==> src/verilog/lfdma_regs.svh <==
// Register offsets, field positions, reset values and counts for the frame-fetch DMA.
// Assumes a plain byte-addressed register port and a 32-bit memory read bus.
//
// Behaviour
// After underflow, software resets both fetch pointers and display FIFO pointers.
// Display power off then on returns FIFO read and write pointers home.
// DMA disable then enable returns fetch address pointer to frame base.
// Recover: power off, disable, wait busy low, reset, power on, enable.
// Fetch uses bursts; no burst crosses a 1-Kbyte address boundary.
// Burst length field plus one gives 32-bit words per burst.
// Fetch starts from the programmed first frame base address register.
// Software aligns frame base address to the burst size.
// In 24-bit packed mode base offset is 0x30 multiple plus pixel start.
// Packed and burst alignment together restrict offsets further.
// Busy held while a burst is outstanding, cleared when idle after disable.
`ifndef LFDMA_REGS_SVH
`define LFDMA_REGS_SVH

// ----------------------------------------------------------------
// Register offsets (byte addresses)
// ----------------------------------------------------------------
`define LFDMA_OFF_CTRL 8'h00
`define LFDMA_OFF_CFG 8'h04
`define LFDMA_OFF_BASE 8'h08
`define LFDMA_OFF_FRMWORDS 8'h0C
`define LFDMA_OFF_STATUS 8'h10
`define LFDMA_OFF_IRQ_STAT 8'h14
`define LFDMA_OFF_IRQ_CLR 8'h18
`define LFDMA_OFF_IRQ_EN 8'h1C

// ----------------------------------------------------------------
// Field positions
// ----------------------------------------------------------------
`define LFDMA_CTRL_PWR 0
`define LFDMA_CTRL_EN 1
`define LFDMA_CTRL_RST 2
`define LFDMA_IRQ_UNDER 0
`define LFDMA_IRQ_FRAME 1

// ----------------------------------------------------------------
// Reset values and sizes
// ----------------------------------------------------------------
`define LFDMA_BURST_RESET 4'hF
`define LFDMA_FRMWORDS_RESET 20'h00100
`define LFDMA_FIFO_AW 5
`define LFDMA_BOUNDARY_WORDS 11'h100

`endif

==> src/verilog/lfdma_pkg.sv <==
// Types shared by the frame-fetch DMA.
// Assumes the constants header is included by its users.
package lfdma_pkg;
	typedef enum logic [1:0] {LFDMA_IDLE, LFDMA_REQ, LFDMA_DATA} lfdma_state_t;

	// Register port request
	typedef struct packed {
		logic [7:0] addr;
		logic [31:0] wdata;
		logic wr;
		logic rd;
	} lfdma_reg_req_t;

	// Memory burst read request
	typedef struct packed {
		logic valid;
		logic [31:0] addr;
		logic [4:0] len;
	} lfdma_mem_req_t;
endpackage

==> src/verilog/lfdma_fetch.sv <==
// Frame-fetch DMA engine feeding the display FIFO.
// Assumes memory accepts a burst request by i_mem_ack then returns len words on i_mem_rvalid.
`timescale 1ns/1ps
`include "lfdma_regs.svh"

module lfdma_fetch (
	input wire logic i_clock, // 40 MHz system clock
	input wire logic i_resetn, // Async reset, active low
	input wire lfdma_pkg::lfdma_reg_req_t i_reg, // Register request
	output logic [31:0] o_rdata, // Read data, cycle after read strobe
	output lfdma_pkg::lfdma_mem_req_t o_mem, // Burst request
	input wire logic i_mem_ack, // Burst request taken
	input wire logic i_mem_rvalid, // Read word valid
	input wire logic [31:0] i_mem_rdata, // Read word
	input wire logic i_pix_rd, // Display pops a FIFO word
	output logic [31:0] o_pix_data, // FIFO head word
	output logic o_pix_valid, // FIFO not empty
	output logic o_busy, // Fetch in progress
	output logic o_irq // Level interrupt
);
	import lfdma_pkg::*;

	localparam int AW = `LFDMA_FIFO_AW;
	localparam int DEPTH = 1 << AW;

	// ----------------------------------------------------------------
	// Register state
	// ----------------------------------------------------------------
	logic pwr_q, pwr_d, en_q, en_d, rst_q, rst_d;
	logic [3:0] fetch_burst_length_q, fetch_burst_length_d;
	logic [31:0] frame_base_address_one_q, frame_base_address_one_d;
	logic [19:0] frm_words_q, frm_words_d;
	logic [1:0] irq_stat_q, irq_stat_d, irq_en_q, irq_en_d;
	logic [31:0] rdata_q, rdata_d;
	logic irq_q, irq_d;
	logic ev_under, ev_frame;

	// Register file; hardware set wins over software clear
	always_comb begin
		pwr_d = pwr_q;
		en_d = en_q;
		rst_d = 1'b0;
		fetch_burst_length_d = fetch_burst_length_q;
		frame_base_address_one_d = frame_base_address_one_q;
		frm_words_d = frm_words_q;
		irq_en_d = irq_en_q;
		irq_stat_d = irq_stat_q;
		rdata_d = 32'h0;
		if (i_reg.wr) begin
			case (i_reg.addr)
				`LFDMA_OFF_CTRL: begin
					pwr_d = i_reg.wdata[`LFDMA_CTRL_PWR];
					en_d = i_reg.wdata[`LFDMA_CTRL_EN];
					rst_d = i_reg.wdata[`LFDMA_CTRL_RST];
				end
				`LFDMA_OFF_CFG: fetch_burst_length_d = i_reg.wdata[3:0];
				`LFDMA_OFF_BASE: frame_base_address_one_d = {i_reg.wdata[31:2], 2'b00};
				`LFDMA_OFF_FRMWORDS: frm_words_d = i_reg.wdata[19:0];
				`LFDMA_OFF_IRQ_CLR: irq_stat_d = irq_stat_q & ~i_reg.wdata[1:0];
				`LFDMA_OFF_IRQ_EN: irq_en_d = i_reg.wdata[1:0];
				default: ;
			endcase
		end
		irq_stat_d[`LFDMA_IRQ_UNDER] = irq_stat_d[`LFDMA_IRQ_UNDER] | ev_under;
		irq_stat_d[`LFDMA_IRQ_FRAME] = irq_stat_d[`LFDMA_IRQ_FRAME] | ev_frame;
		if (i_reg.rd) begin
			case (i_reg.addr)
				`LFDMA_OFF_CTRL: rdata_d = {29'h0, 1'b0, en_q, pwr_q};
				`LFDMA_OFF_CFG: rdata_d = {28'h0, fetch_burst_length_q};
				`LFDMA_OFF_BASE: rdata_d = frame_base_address_one_q;
				`LFDMA_OFF_FRMWORDS: rdata_d = {12'h0, frm_words_q};
				`LFDMA_OFF_STATUS: rdata_d = {31'h0, o_busy};
				`LFDMA_OFF_IRQ_STAT: rdata_d = {30'h0, irq_stat_q};
				`LFDMA_OFF_IRQ_EN: rdata_d = {30'h0, irq_en_q};
				default: rdata_d = 32'h0;
			endcase
		end
		irq_d = |(irq_stat_d & irq_en_d);
	end

	always_ff @(posedge i_clock or negedge i_resetn) begin
		if (!i_resetn) begin
			pwr_q <= 1'b0;
			en_q <= 1'b0;
			rst_q <= 1'b0;
			fetch_burst_length_q <= `LFDMA_BURST_RESET;
			frame_base_address_one_q <= 32'h0;
			frm_words_q <= `LFDMA_FRMWORDS_RESET;
			irq_stat_q <= 2'h0;
			irq_en_q <= 2'h0;
			rdata_q <= 32'h0;
			irq_q <= 1'b0;
		end else begin
			pwr_q <= pwr_d;
			en_q <= en_d;
			rst_q <= rst_d;
			fetch_burst_length_q <= fetch_burst_length_d;
			frame_base_address_one_q <= frame_base_address_one_d;
			frm_words_q <= frm_words_d;
			irq_stat_q <= irq_stat_d;
			irq_en_q <= irq_en_d;
			rdata_q <= rdata_d;
			irq_q <= irq_d;
		end
	end
	assign o_rdata = rdata_q;
	assign o_irq = irq_q;

	// ----------------------------------------------------------------
	// Display FIFO
	// ----------------------------------------------------------------
	logic [31:0] mem_q [DEPTH];
	logic [AW:0] wp_q, wp_d, rp_q, rp_d;
	logic pwr_prev_q;
	logic fifo_wr, fifo_pop, fifo_empty;
	logic [31:0] head_q, head_d;
	logic hv_q, hv_d;

	assign fifo_empty = (wp_q == rp_q);
	assign fifo_wr = i_mem_rvalid && pwr_q;
	// Underflow: display wants a word while none is ready
	assign ev_under = pwr_q && i_pix_rd && !hv_q;

	// Pointers rewind on display power-up so no stale words remain
	always_comb begin
		wp_d = wp_q;
		rp_d = rp_q;
		fifo_pop = 1'b0;
		head_d = head_q;
		hv_d = hv_q;
		if (i_pix_rd && hv_q)
			hv_d = 1'b0;
		if (!hv_d && !fifo_empty) begin
			fifo_pop = 1'b1;
			head_d = mem_q[rp_q[AW-1:0]];
			hv_d = 1'b1;
			rp_d = rp_q + 1'b1;
		end
		if (fifo_wr)
			wp_d = wp_q + 1'b1;
		if (pwr_q && !pwr_prev_q) begin
			wp_d = '0;
			rp_d = '0;
			hv_d = 1'b0;
		end
	end

	always_ff @(posedge i_clock or negedge i_resetn) begin
		if (!i_resetn) begin
			wp_q <= '0;
			rp_q <= '0;
			pwr_prev_q <= 1'b0;
			head_q <= 32'h0;
			hv_q <= 1'b0;
		end else begin
			wp_q <= wp_d;
			rp_q <= rp_d;
			pwr_prev_q <= pwr_q;
			head_q <= head_d;
			hv_q <= hv_d;
		end
	end

	// Storage has no reset; pointers guard stale content
	always_ff @(posedge i_clock) begin
		if (fifo_wr)
			mem_q[wp_q[AW-1:0]] <= i_mem_rdata;
	end
	assign o_pix_data = head_q;
	assign o_pix_valid = hv_q;

	// ----------------------------------------------------------------
	// Burst fetch engine
	// ----------------------------------------------------------------
	lfdma_state_t st_q, st_d;
	logic [31:0] addr_q, addr_d;
	logic [19:0] left_q, left_d;
	logic [4:0] cnt_q, cnt_d, len_q, len_d;
	logic en_prev_q, busy_q, busy_d, frame_q, frame_d, mem_valid_q, mem_valid_d, rewind;
	logic [AW:0] used;
	logic [10:0] to_bound, want;

	assign used = wp_q - rp_q;
	// Words left before the next 1-Kbyte boundary
	assign to_bound = `LFDMA_BOUNDARY_WORDS - {1'b0, addr_q[9:2]};
	assign want = {6'h0, fetch_burst_length_q} + 11'h1;
	assign ev_frame = frame_q;
	// Pointer rewind this cycle; a start waits one cycle so the cut uses the rewound address
	assign rewind = (en_q && !en_prev_q) || rst_q;

	always_comb begin
		st_d = st_q;
		addr_d = addr_q;
		left_d = left_q;
		cnt_d = cnt_q;
		len_d = len_q;
		frame_d = 1'b0;
		case (st_q)
			LFDMA_IDLE: begin
				if (en_q && pwr_q && !rewind && (DEPTH - 32'(used)) >= 32'(want)) begin
					len_d = (to_bound < want) ? to_bound[4:0] : want[4:0];
					if ({15'h0, len_d} > left_q)
						len_d = left_q[4:0];
					st_d = LFDMA_REQ;
				end
			end
			LFDMA_REQ: if (i_mem_ack) begin
				cnt_d = len_q;
				st_d = LFDMA_DATA;
			end
			LFDMA_DATA: if (i_mem_rvalid) begin
				cnt_d = cnt_q - 5'h1;
				addr_d = addr_q + 32'h4;
				left_d = left_q - 20'h1;
				if (cnt_q == 5'h1) begin
					st_d = LFDMA_IDLE;
					if (left_q == 20'h1) begin
						addr_d = frame_base_address_one_q;
						left_d = frm_words_q;
						frame_d = 1'b1;
					end
				end
			end
			default: st_d = LFDMA_IDLE;
		endcase
		// Rewind on enable or DMA reset; applies at once, even in the middle of a running burst
		if (rewind) begin
			addr_d = frame_base_address_one_q;
			left_d = frm_words_q;
		end
		busy_d = (st_d != LFDMA_IDLE);
		mem_valid_d = (st_d == LFDMA_REQ);
	end

	always_ff @(posedge i_clock or negedge i_resetn) begin
		if (!i_resetn) begin
			st_q <= LFDMA_IDLE;
			addr_q <= 32'h0;
			left_q <= 20'h0;
			cnt_q <= 5'h0;
			len_q <= 5'h0;
			en_prev_q <= 1'b0;
			busy_q <= 1'b0;
			mem_valid_q <= 1'b0;
			frame_q <= 1'b0;
		end else begin
			st_q <= st_d;
			addr_q <= addr_d;
			left_q <= left_d;
			cnt_q <= cnt_d;
			len_q <= len_d;
			en_prev_q <= en_q;
			busy_q <= busy_d;
			mem_valid_q <= mem_valid_d;
			frame_q <= frame_d;
		end
	end
	assign o_busy = busy_q;
	// Request valid has its own flop so the output comes straight from a register
	assign o_mem = '{valid: mem_valid_q, addr: addr_q, len: len_q};

	// ----------------------------------------------------------------
	// Checks
	// ----------------------------------------------------------------
	burst_no_cross_a: assert property (@(posedge i_clock) disable iff (!i_resetn)
		o_mem.valid |-> ({22'h0, o_mem.addr[9:2]} + 32'(o_mem.len)) <= 32'h100)
		else $error("burst crosses 1K boundary");
	burst_len_a: assert property (@(posedge i_clock) disable iff (!i_resetn)
		o_mem.valid |-> o_mem.len <= 5'(fetch_burst_length_q) + 5'h1)
		else $error("burst longer than programmed");
	fifo_rewind_a: assert property (@(posedge i_clock) disable iff (!i_resetn)
		(pwr_q && !pwr_prev_q) |=> (wp_q == '0) && (rp_q == '0) && !hv_q)
		else $error("fifo pointers not rewound");
	addr_rewind_a: assert property (@(posedge i_clock) disable iff (!i_resetn)
		(en_q && !en_prev_q && st_q == LFDMA_IDLE) |=> addr_q == $past(frame_base_address_one_q))
		else $error("fetch pointer not rewound");
	busy_track_a: assert property (@(posedge i_clock) disable iff (!i_resetn)
		(st_q != LFDMA_IDLE) |-> o_busy)
		else $error("busy low during burst");
	idle_drop_a: assert property (@(posedge i_clock) disable iff (!i_resetn)
		(!en_q && st_q == LFDMA_IDLE) |=> !o_busy)
		else $error("busy stuck after disable");
	base_start_a: assert property (@(posedge i_clock) disable iff (!i_resetn)
		rst_q |=> addr_q == $past(frame_base_address_one_q))
		else $error("reset did not load base");
	irq_level_a: assert property (@(posedge i_clock) disable iff (!i_resetn)
		ev_under && irq_en_q[0] && !i_reg.wr |=> o_irq)
		else $error("underflow irq missing");
	burst_cov: cover property (@(posedge i_clock) disable iff (!i_resetn) o_mem.valid && i_mem_ack);
	split_cov: cover property (@(posedge i_clock) disable iff (!i_resetn) o_mem.valid && o_mem.len < 5'h10);
	frame_cov: cover property (@(posedge i_clock) disable iff (!i_resetn) ev_frame);
endmodule // lfdma_fetch

==> config.mk <==
export PLATFORM = sky130hd
export DESIGN_NAME = lfdma_fetch
export DESIGN_NICKNAME = d
export VERILOG_FILES = /design/src/verilog/lfdma_pkg.sv /design/src/verilog/lfdma_fetch.sv
export VERILOG_INCLUDE_DIRS = /design/src /design/src/verilog
export SDC_FILE = /design/constraint.sdc
export NUM_CORES = 2
export LEC_CHECK = 0
export BUFFER_PORTS_ARGS = -buffer_cell sky130_fd_sc_hd__buf_2
export CELL_PAD_IN_SITES_DETAIL_PLACEMENT = 0
export CELL_PAD_IN_SITES_GLOBAL_PLACEMENT = 1
export CORE_MARGIN = 2
export CORE_UTILIZATION = 49
export CTS_CLUSTER_SIZE = 30
export DETAILED_ROUTE_END_ITERATION = 6
export PLACE_DENSITY = 0.8
export SETUP_SLACK_MARGIN = 0.4
export SYNTH_ARGS = -nofsm -noshare
export SYNTH_HDL_FRONTEND = slang
export SYNTH_SLANG_ARGS = --single-unit
==> constraint.sdc <==
create_clock -name i_clock -period 4.35 [get_ports i_clock]
set_clock_uncertainty 0.15 [all_clocks]
set_input_delay 0 -clock i_clock [delete_from_list [all_inputs] [get_ports i_clock]]
set_output_delay 0 -clock i_clock [all_outputs]
set_load 0.02 [all_outputs]
-- Word-level counts from Yosys, hierarchy flattened
Memory sizes are Yosys's and may differ from the RTL's. A register that Yosys moved wholly into a read port is not among the register bits.
Cells that the tools add are included.
- register bits after elaboration: 176
- latch bits: 0
- RAM bits: 1024
- memory bits (read-only): 0
- input port bits: 79
- output and inout bits: 105
- memories: 1
- memories (memory ; words ; bits a word ; read ports ; clocked after memory_dff ; wr ports ; RTL line ; text):
    mem_q ; 32 ; 32 ; 1 ; 1 ; 1 ; lfdma_fetch.sv:112 ; logic [31:0] mem_q [DEPTH];
- add/sub/neg operators: 9
- multiply operators: 0
- divide/modulo/power cells: 0
- order comparisons: 3
- eq/ne operators: 15
- shift operators: 0
- multiplexer cells: 41
- bitwise gates (word level): 5
- reductions and logical operators: 34
- operators by type and width (cell ; number):
    one-hot mux 32 bit (7 select lines) ; 1
    two-way mux 32 bit ; 6
    two-way mux 20 bit ; 5
    adder 32 x 3 -> 32 bit (second input constant) ; 1
    == test 8 x 5 -> 1 bit (second input constant) ; 4
    >= comparator 32 x 5 -> 1 bit ; 1
    two-way mux 6 bit ; 4
    == test 20 x 1 -> 1 bit (second input constant) ; 1
    > comparator 5 x 20 -> 1 bit ; 1
    two-way mux 5 bit ; 4
    subtractor 20 x 1 -> 20 bit (second input constant) ; 1
    == test 8 x 4 -> 1 bit (second input constant) ; 2
    two-way mux 2 bit ; 8
    adder 6 x 1 -> 6 bit (second input constant) ; 2
    AND reduction 2 bit ; 6
    nonzero test 2 bit ; 6
    less-than comparator 11 x 5 -> 1 bit ; 1
    two-way mux 1 bit ; 11
    logical AND 1 bit ; 10
    one-hot mux 5 bit (2 select lines) ; 1
    subtractor 9 x 8 -> 10 bit (first input constant) ; 1
    == test 8 x 3 -> 1 bit (second input constant) ; 1
    zero test 8 bit ; 1
    zero test 1 bit ; 7
    other kinds (17) ; 21

-- Logic depth before layout (Yosys ltp)
- word-level depth: 9
- mapped depth: 19

-- Worst setup path before layout
OpenSTA, ideal clock, no wires.
- path kind: reg2reg
- start point: register addr_q[2]
- end point: register len_q[1]
- data arrival time: 3896 ps
- required time: 4075 ps
- setup slack: 179 ps
- stages on the path, launching flop included: 19
- buffers on the path: 0
- clock period less this slack: 4171 ps
- cells stage by stage: dfrtp_1 inv_1 ha_1 nor3b_1 xnor2_1 ha_1 o21ai_0 a21oi_1 nor4_2 o21ai_0 ha_1 nor2b_1 o21a_1 o21ai_0 nand2b_1 a21oi_1 nor2_1 mux2_2 mux2_2
- word-level cells in the longest chain between the ends: 5
- RTL lines (element ; RTL line ; text):
    start: declaration ; lfdma_fetch.sv:176 ; logic [31:0] addr_q, addr_d;
    start signal: assignment ; lfdma_fetch.sv:248 ; addr_q <= addr_d;
    subtractor 9 x 8 -> 10 bit (no line) * ; - ;
    less-than comparator 11 x 5 -> 1 bit ; lfdma_fetch.sv:201 ; len_d = (to_bound < want) ? to_bound[4:0] : want[4:0];
    two-way mux 5 bit * ; lfdma_fetch.sv:201 ;
    > comparator 5 x 20 -> 1 bit ; lfdma_fetch.sv:202 ; if ({15'h0, len_d} > left_q)
    two-way mux 5 bit * ; lfdma_fetch.sv:202 ;
    end signal: assignment ; lfdma_fetch.sv:251 ; len_q <= len_d;
    end: declaration ; lfdma_fetch.sv:178 ; logic [4:0] cnt_q, cnt_d, len_q, len_d;
Mark *: on every way between the ends. The rest lies on a longest branch, timed or not.
A chain may end at the register's enable or synchronous reset.

-- Final worst setup path
- start point: register addr_q[3]
- end point: register len_q[1]
Same word-level chain as after synthesis.

==> impl_metrics.yaml <==
layout:
  area_growth_pct: 16.9
  final_nets: 3005
  layout-drive-gt1-share_pct: 30.1
  fin_util_pct: 57.8
  fin_cells: 4285
setup_path:
  crit_arrival_ns: 4.45
  worst-setup-path-type: "flip-flop to flip-flop"
  critPathLaunchType: "flip-flop"
  crit_required_ns: 4.78
  crit_fanout: 7
  end_kind: "flip-flop"
floorplan:
  fp.coreArea_um2: 98600
  dieHeight_um: 319
  die_area_um2: 102000
  fp.dieW_um: 319
  start_util_pct: 49.5
  rows: 115
  pin_count: 184
clock_network:
  insertion_delay_ns: 0.73
  cts_root_buf: "clkbuf_16"
  numCtsBuffers: 119
  cts_tree: "yes"
  cts.sinks: 1230
  path_clk_slew_ns: 0.06
  clock_path_buffers: 3
  h-tree-depth: 3
drt:
  firstDrtPassIters: 7
  wl_per_cell_um: 27.9
  vias_per_cell: 6.12
  final_antenna_net_count: 0
  routed_wl_um: 119000
  drtIter0Drc: 3160
  vias: 26200
  drc_errors: 1
yosys:
  synthCells: 2541
  synth.most_common_cell: "edfxtp_1"
  synth_adder_area_share_pct: 0.862
  synth_cell_types: 59
  yosys.area.top_type: "edfxtp_1"
  syn_avg_cell_area_um2: 19.2
  synth_top_family_by_area: "multiplexers"
  yosysTopAreaCellShare_pct: 63.1
  ys.flop_type: "edfxtp_1"
  ys_top_cells_by_count: "1,024 x edfxtp_1, 321 x mux4_2, 201 x dfrtp_1, 139 x nand2_1, 130 x nor2_1"
  yosysSeqAreaShare_pct: 73.7
  synth-edff-count: 1024
  netlist_area_um2: 48800
  synth-simple-area-share_pct: 4.00
  synthArstFlopShare_pct: 16.7
  ys_seq_elements: 1230
  synth-xor-area-share_pct: 0.341
  yosysWarnings: 0
  muxShareOfSynthArea_pct: 16.5
  synthTopCellsByArea: "edfxtp_1 63%, mux4_2 15%, dfrtp_1 10%"
  synth_compound_area_share_pct: 3.20
sta:
  finalSetupViolCount: 0
  fmax_mhz: 249
  worst_pin_slew_ns: 1.11
  hold_viol: 0
  period_needed_ns: 4.01
  whs_ns: 0.0356
  relSlewSlack_pct: 26.0
  fin_crit_sh_pct: 92.2
  tns_ns: 0
  drv_slew: 0
  rsz0062_at_grt: "yes"
run:
  drv_cap: 0
power_and_ir_drop:
  leakage_nw: 19.5
  power_density_nw_per_um2: 585
  ir_drop_v: 0.000638
  design_power_total_mw: 33.3
global_route:
  grt_overflow: 0
  grt_pass1_vias: 26700
  grt_max_degree: 142
  grt_pass1_wl_um: 178000
  antenna_found_initial: 7
  grt_usage_pct: 23.7
placed_design:
  portBuffers: 181
  dp.cells: 3938
  hpwl_um: 65400
  gp_congestion: 0.822
min_path:
  hp-class: "input pin to flip-flop"
status:
  failed_checks: "DRC"
  status: "finished, violations left"
[cells by family (layout without fill, tap and decap cells)]
logic type,count (synthesis),in the layout
AOI/OAI and AO/OA,268,268
and+or+nand+nor,424,424
other,1,4
xor gates and xnor gates,19,19
DFF,1230,1230
muxes,393,393
buffers and inverters,173,627
adders and majority gates,33,33
[layout by cell type (no fill, tap or decap), types with 13 or more instances in the layout]
| cell type | synthesis | routed |
|---|---|---|
| a21oi_1 | 82 | 80 |
| nand4_1 | 13 | 13 |
| clkinv_2 | 0 | 20 |
| mux4_2 | 321 | 321 |
| buf_2 | 13 | 180 |
| buf_4 | 3 | 63 |
| inv_1 | 34 | 30 |
| clkbuf_16 | 0 | 121 |
| buf_12 | 0 | 14 |
| nor2_4 | 0 | 33 |
| clkbuf_1 | 88 | 26 |
| o22ai_1 | 13 | 13 |
| a22o_1 | 19 | 19 |
| edfxtp_1 | 1024 | 1024 |
| mux2_2 | 67 | 66 |
| nor3_1 | 31 | 30 |
| and2_1 | 18 | 18 |
| a31oi_1 | 40 | 40 |
| nand2_1 | 139 | 138 |
| nor2_1 | 130 | 97 |
| clkbuf_8 | 0 | 14 |
| dlygate4sd3_1 | 0 | 110 |
| clkinv_1 | 1 | 21 |
| o21ai_0 | 78 | 74 |
| dfrtp_1 | 201 | 197 |
| nand3_1 | 30 | 28 |
| ha_1 | 32 | 30 |
[where the power goes]
group / switching, mW / internal, mW
sequential: 0.596 / 13.2
clock: 4.43 / 5.96
combinational: 4.79 / 4.33
[final timing paths]
path	startpoint	end	slack, ns	depth (start not counted)
worst max register to register	addr_q[3]	len_q[1]	0.34	19
worst min-delay path	i_pix_rd	o_pix_valid	0.04	4
min in group asynchronous	i_resetn	rp_q[0]	0.37	3
max in group asynchronous	i_resetn	frm_words_q[8]	2.47	4
worst min register to register	en_q	en_prev_q	0.32	0
worst max-delay path	addr_q[3]	len_q[1]	0.34	19
[stage by stage]
stage               cell area (um^2)  worst slack [ns]
floorplan                      48800             0.438
global placement               51700             0.141
detailed placement             51700            0.0511
CTS                            56900             0.358
global route                   57000             0.192
finish                         57000             0.337
[worst max-delay path, stage by stage (launching register included)]
cell and delay, ns:
dfrtp_1 0.40, inv_2 0.09, ha_4 0.16, nor3b_4 0.23, xnor2_2 0.15, ha_1 0.29, o21ai_2 0.08, a21oi_2 0.06
nor4_4 0.38, buf_4 0.22, mux2i_4 0.25, ha_1 0.17, nor2b_1 0.05, o21a_1 0.16, o21ai_1 0.11, nand2b_1 0.08
a21oi_2 0.20, nor2_4 0.08, mux2_4 0.30, mux2_2 0.27
[metal layers]
layer,share of wire [%],wire [um],up-vias,track usage (%)
met5,0.034,41,-,0
met1,40,47900,13800,33.8
met3,8.1,9720,211,4.00
li1,-,-,10900,-
met2,49,58600,1246,37.9
met4,2.7,3210,6,6.95
[final cells by class]
type	instances	area, um^2
Fill cell	7021	41600
Sequential cell	1230	35900
Multi-Input combinational cell	1139	12500
Clock buffer	161	3320
Timing Repair Buffer	368	2770
Tap cell	1287	1610
Clock inverter	63	681
Inverter	35	134
Antenna cell	2	5.00
[timing repair]
item / CTS / global route
setup buffers: 7 / 4
hold buffers: 110 / 0
hold endpoints to repair: 1283 / 0
pin swaps: 6 / 4
endpoints found under the setup margin: 5 / 5
resized for setup: 26 / 5
[registers in the layout, indices dropped and copies added (netlist names), 2 cells and up]
register                  cells
mem_q                      1024
fetch_burst_length_q          4
cnt_q                         5
frm_words_q                  20
addr_q                       30
o_rdata                      32
irq_en_q                      2
rp_q                          6
o_pix_data                   32
left_q                       20
st_q                          2
irq_stat_q                    2
wp_q                          6
len_q                         5
frame_base_address_one_q     30
(Power assumes the default switching activity.)
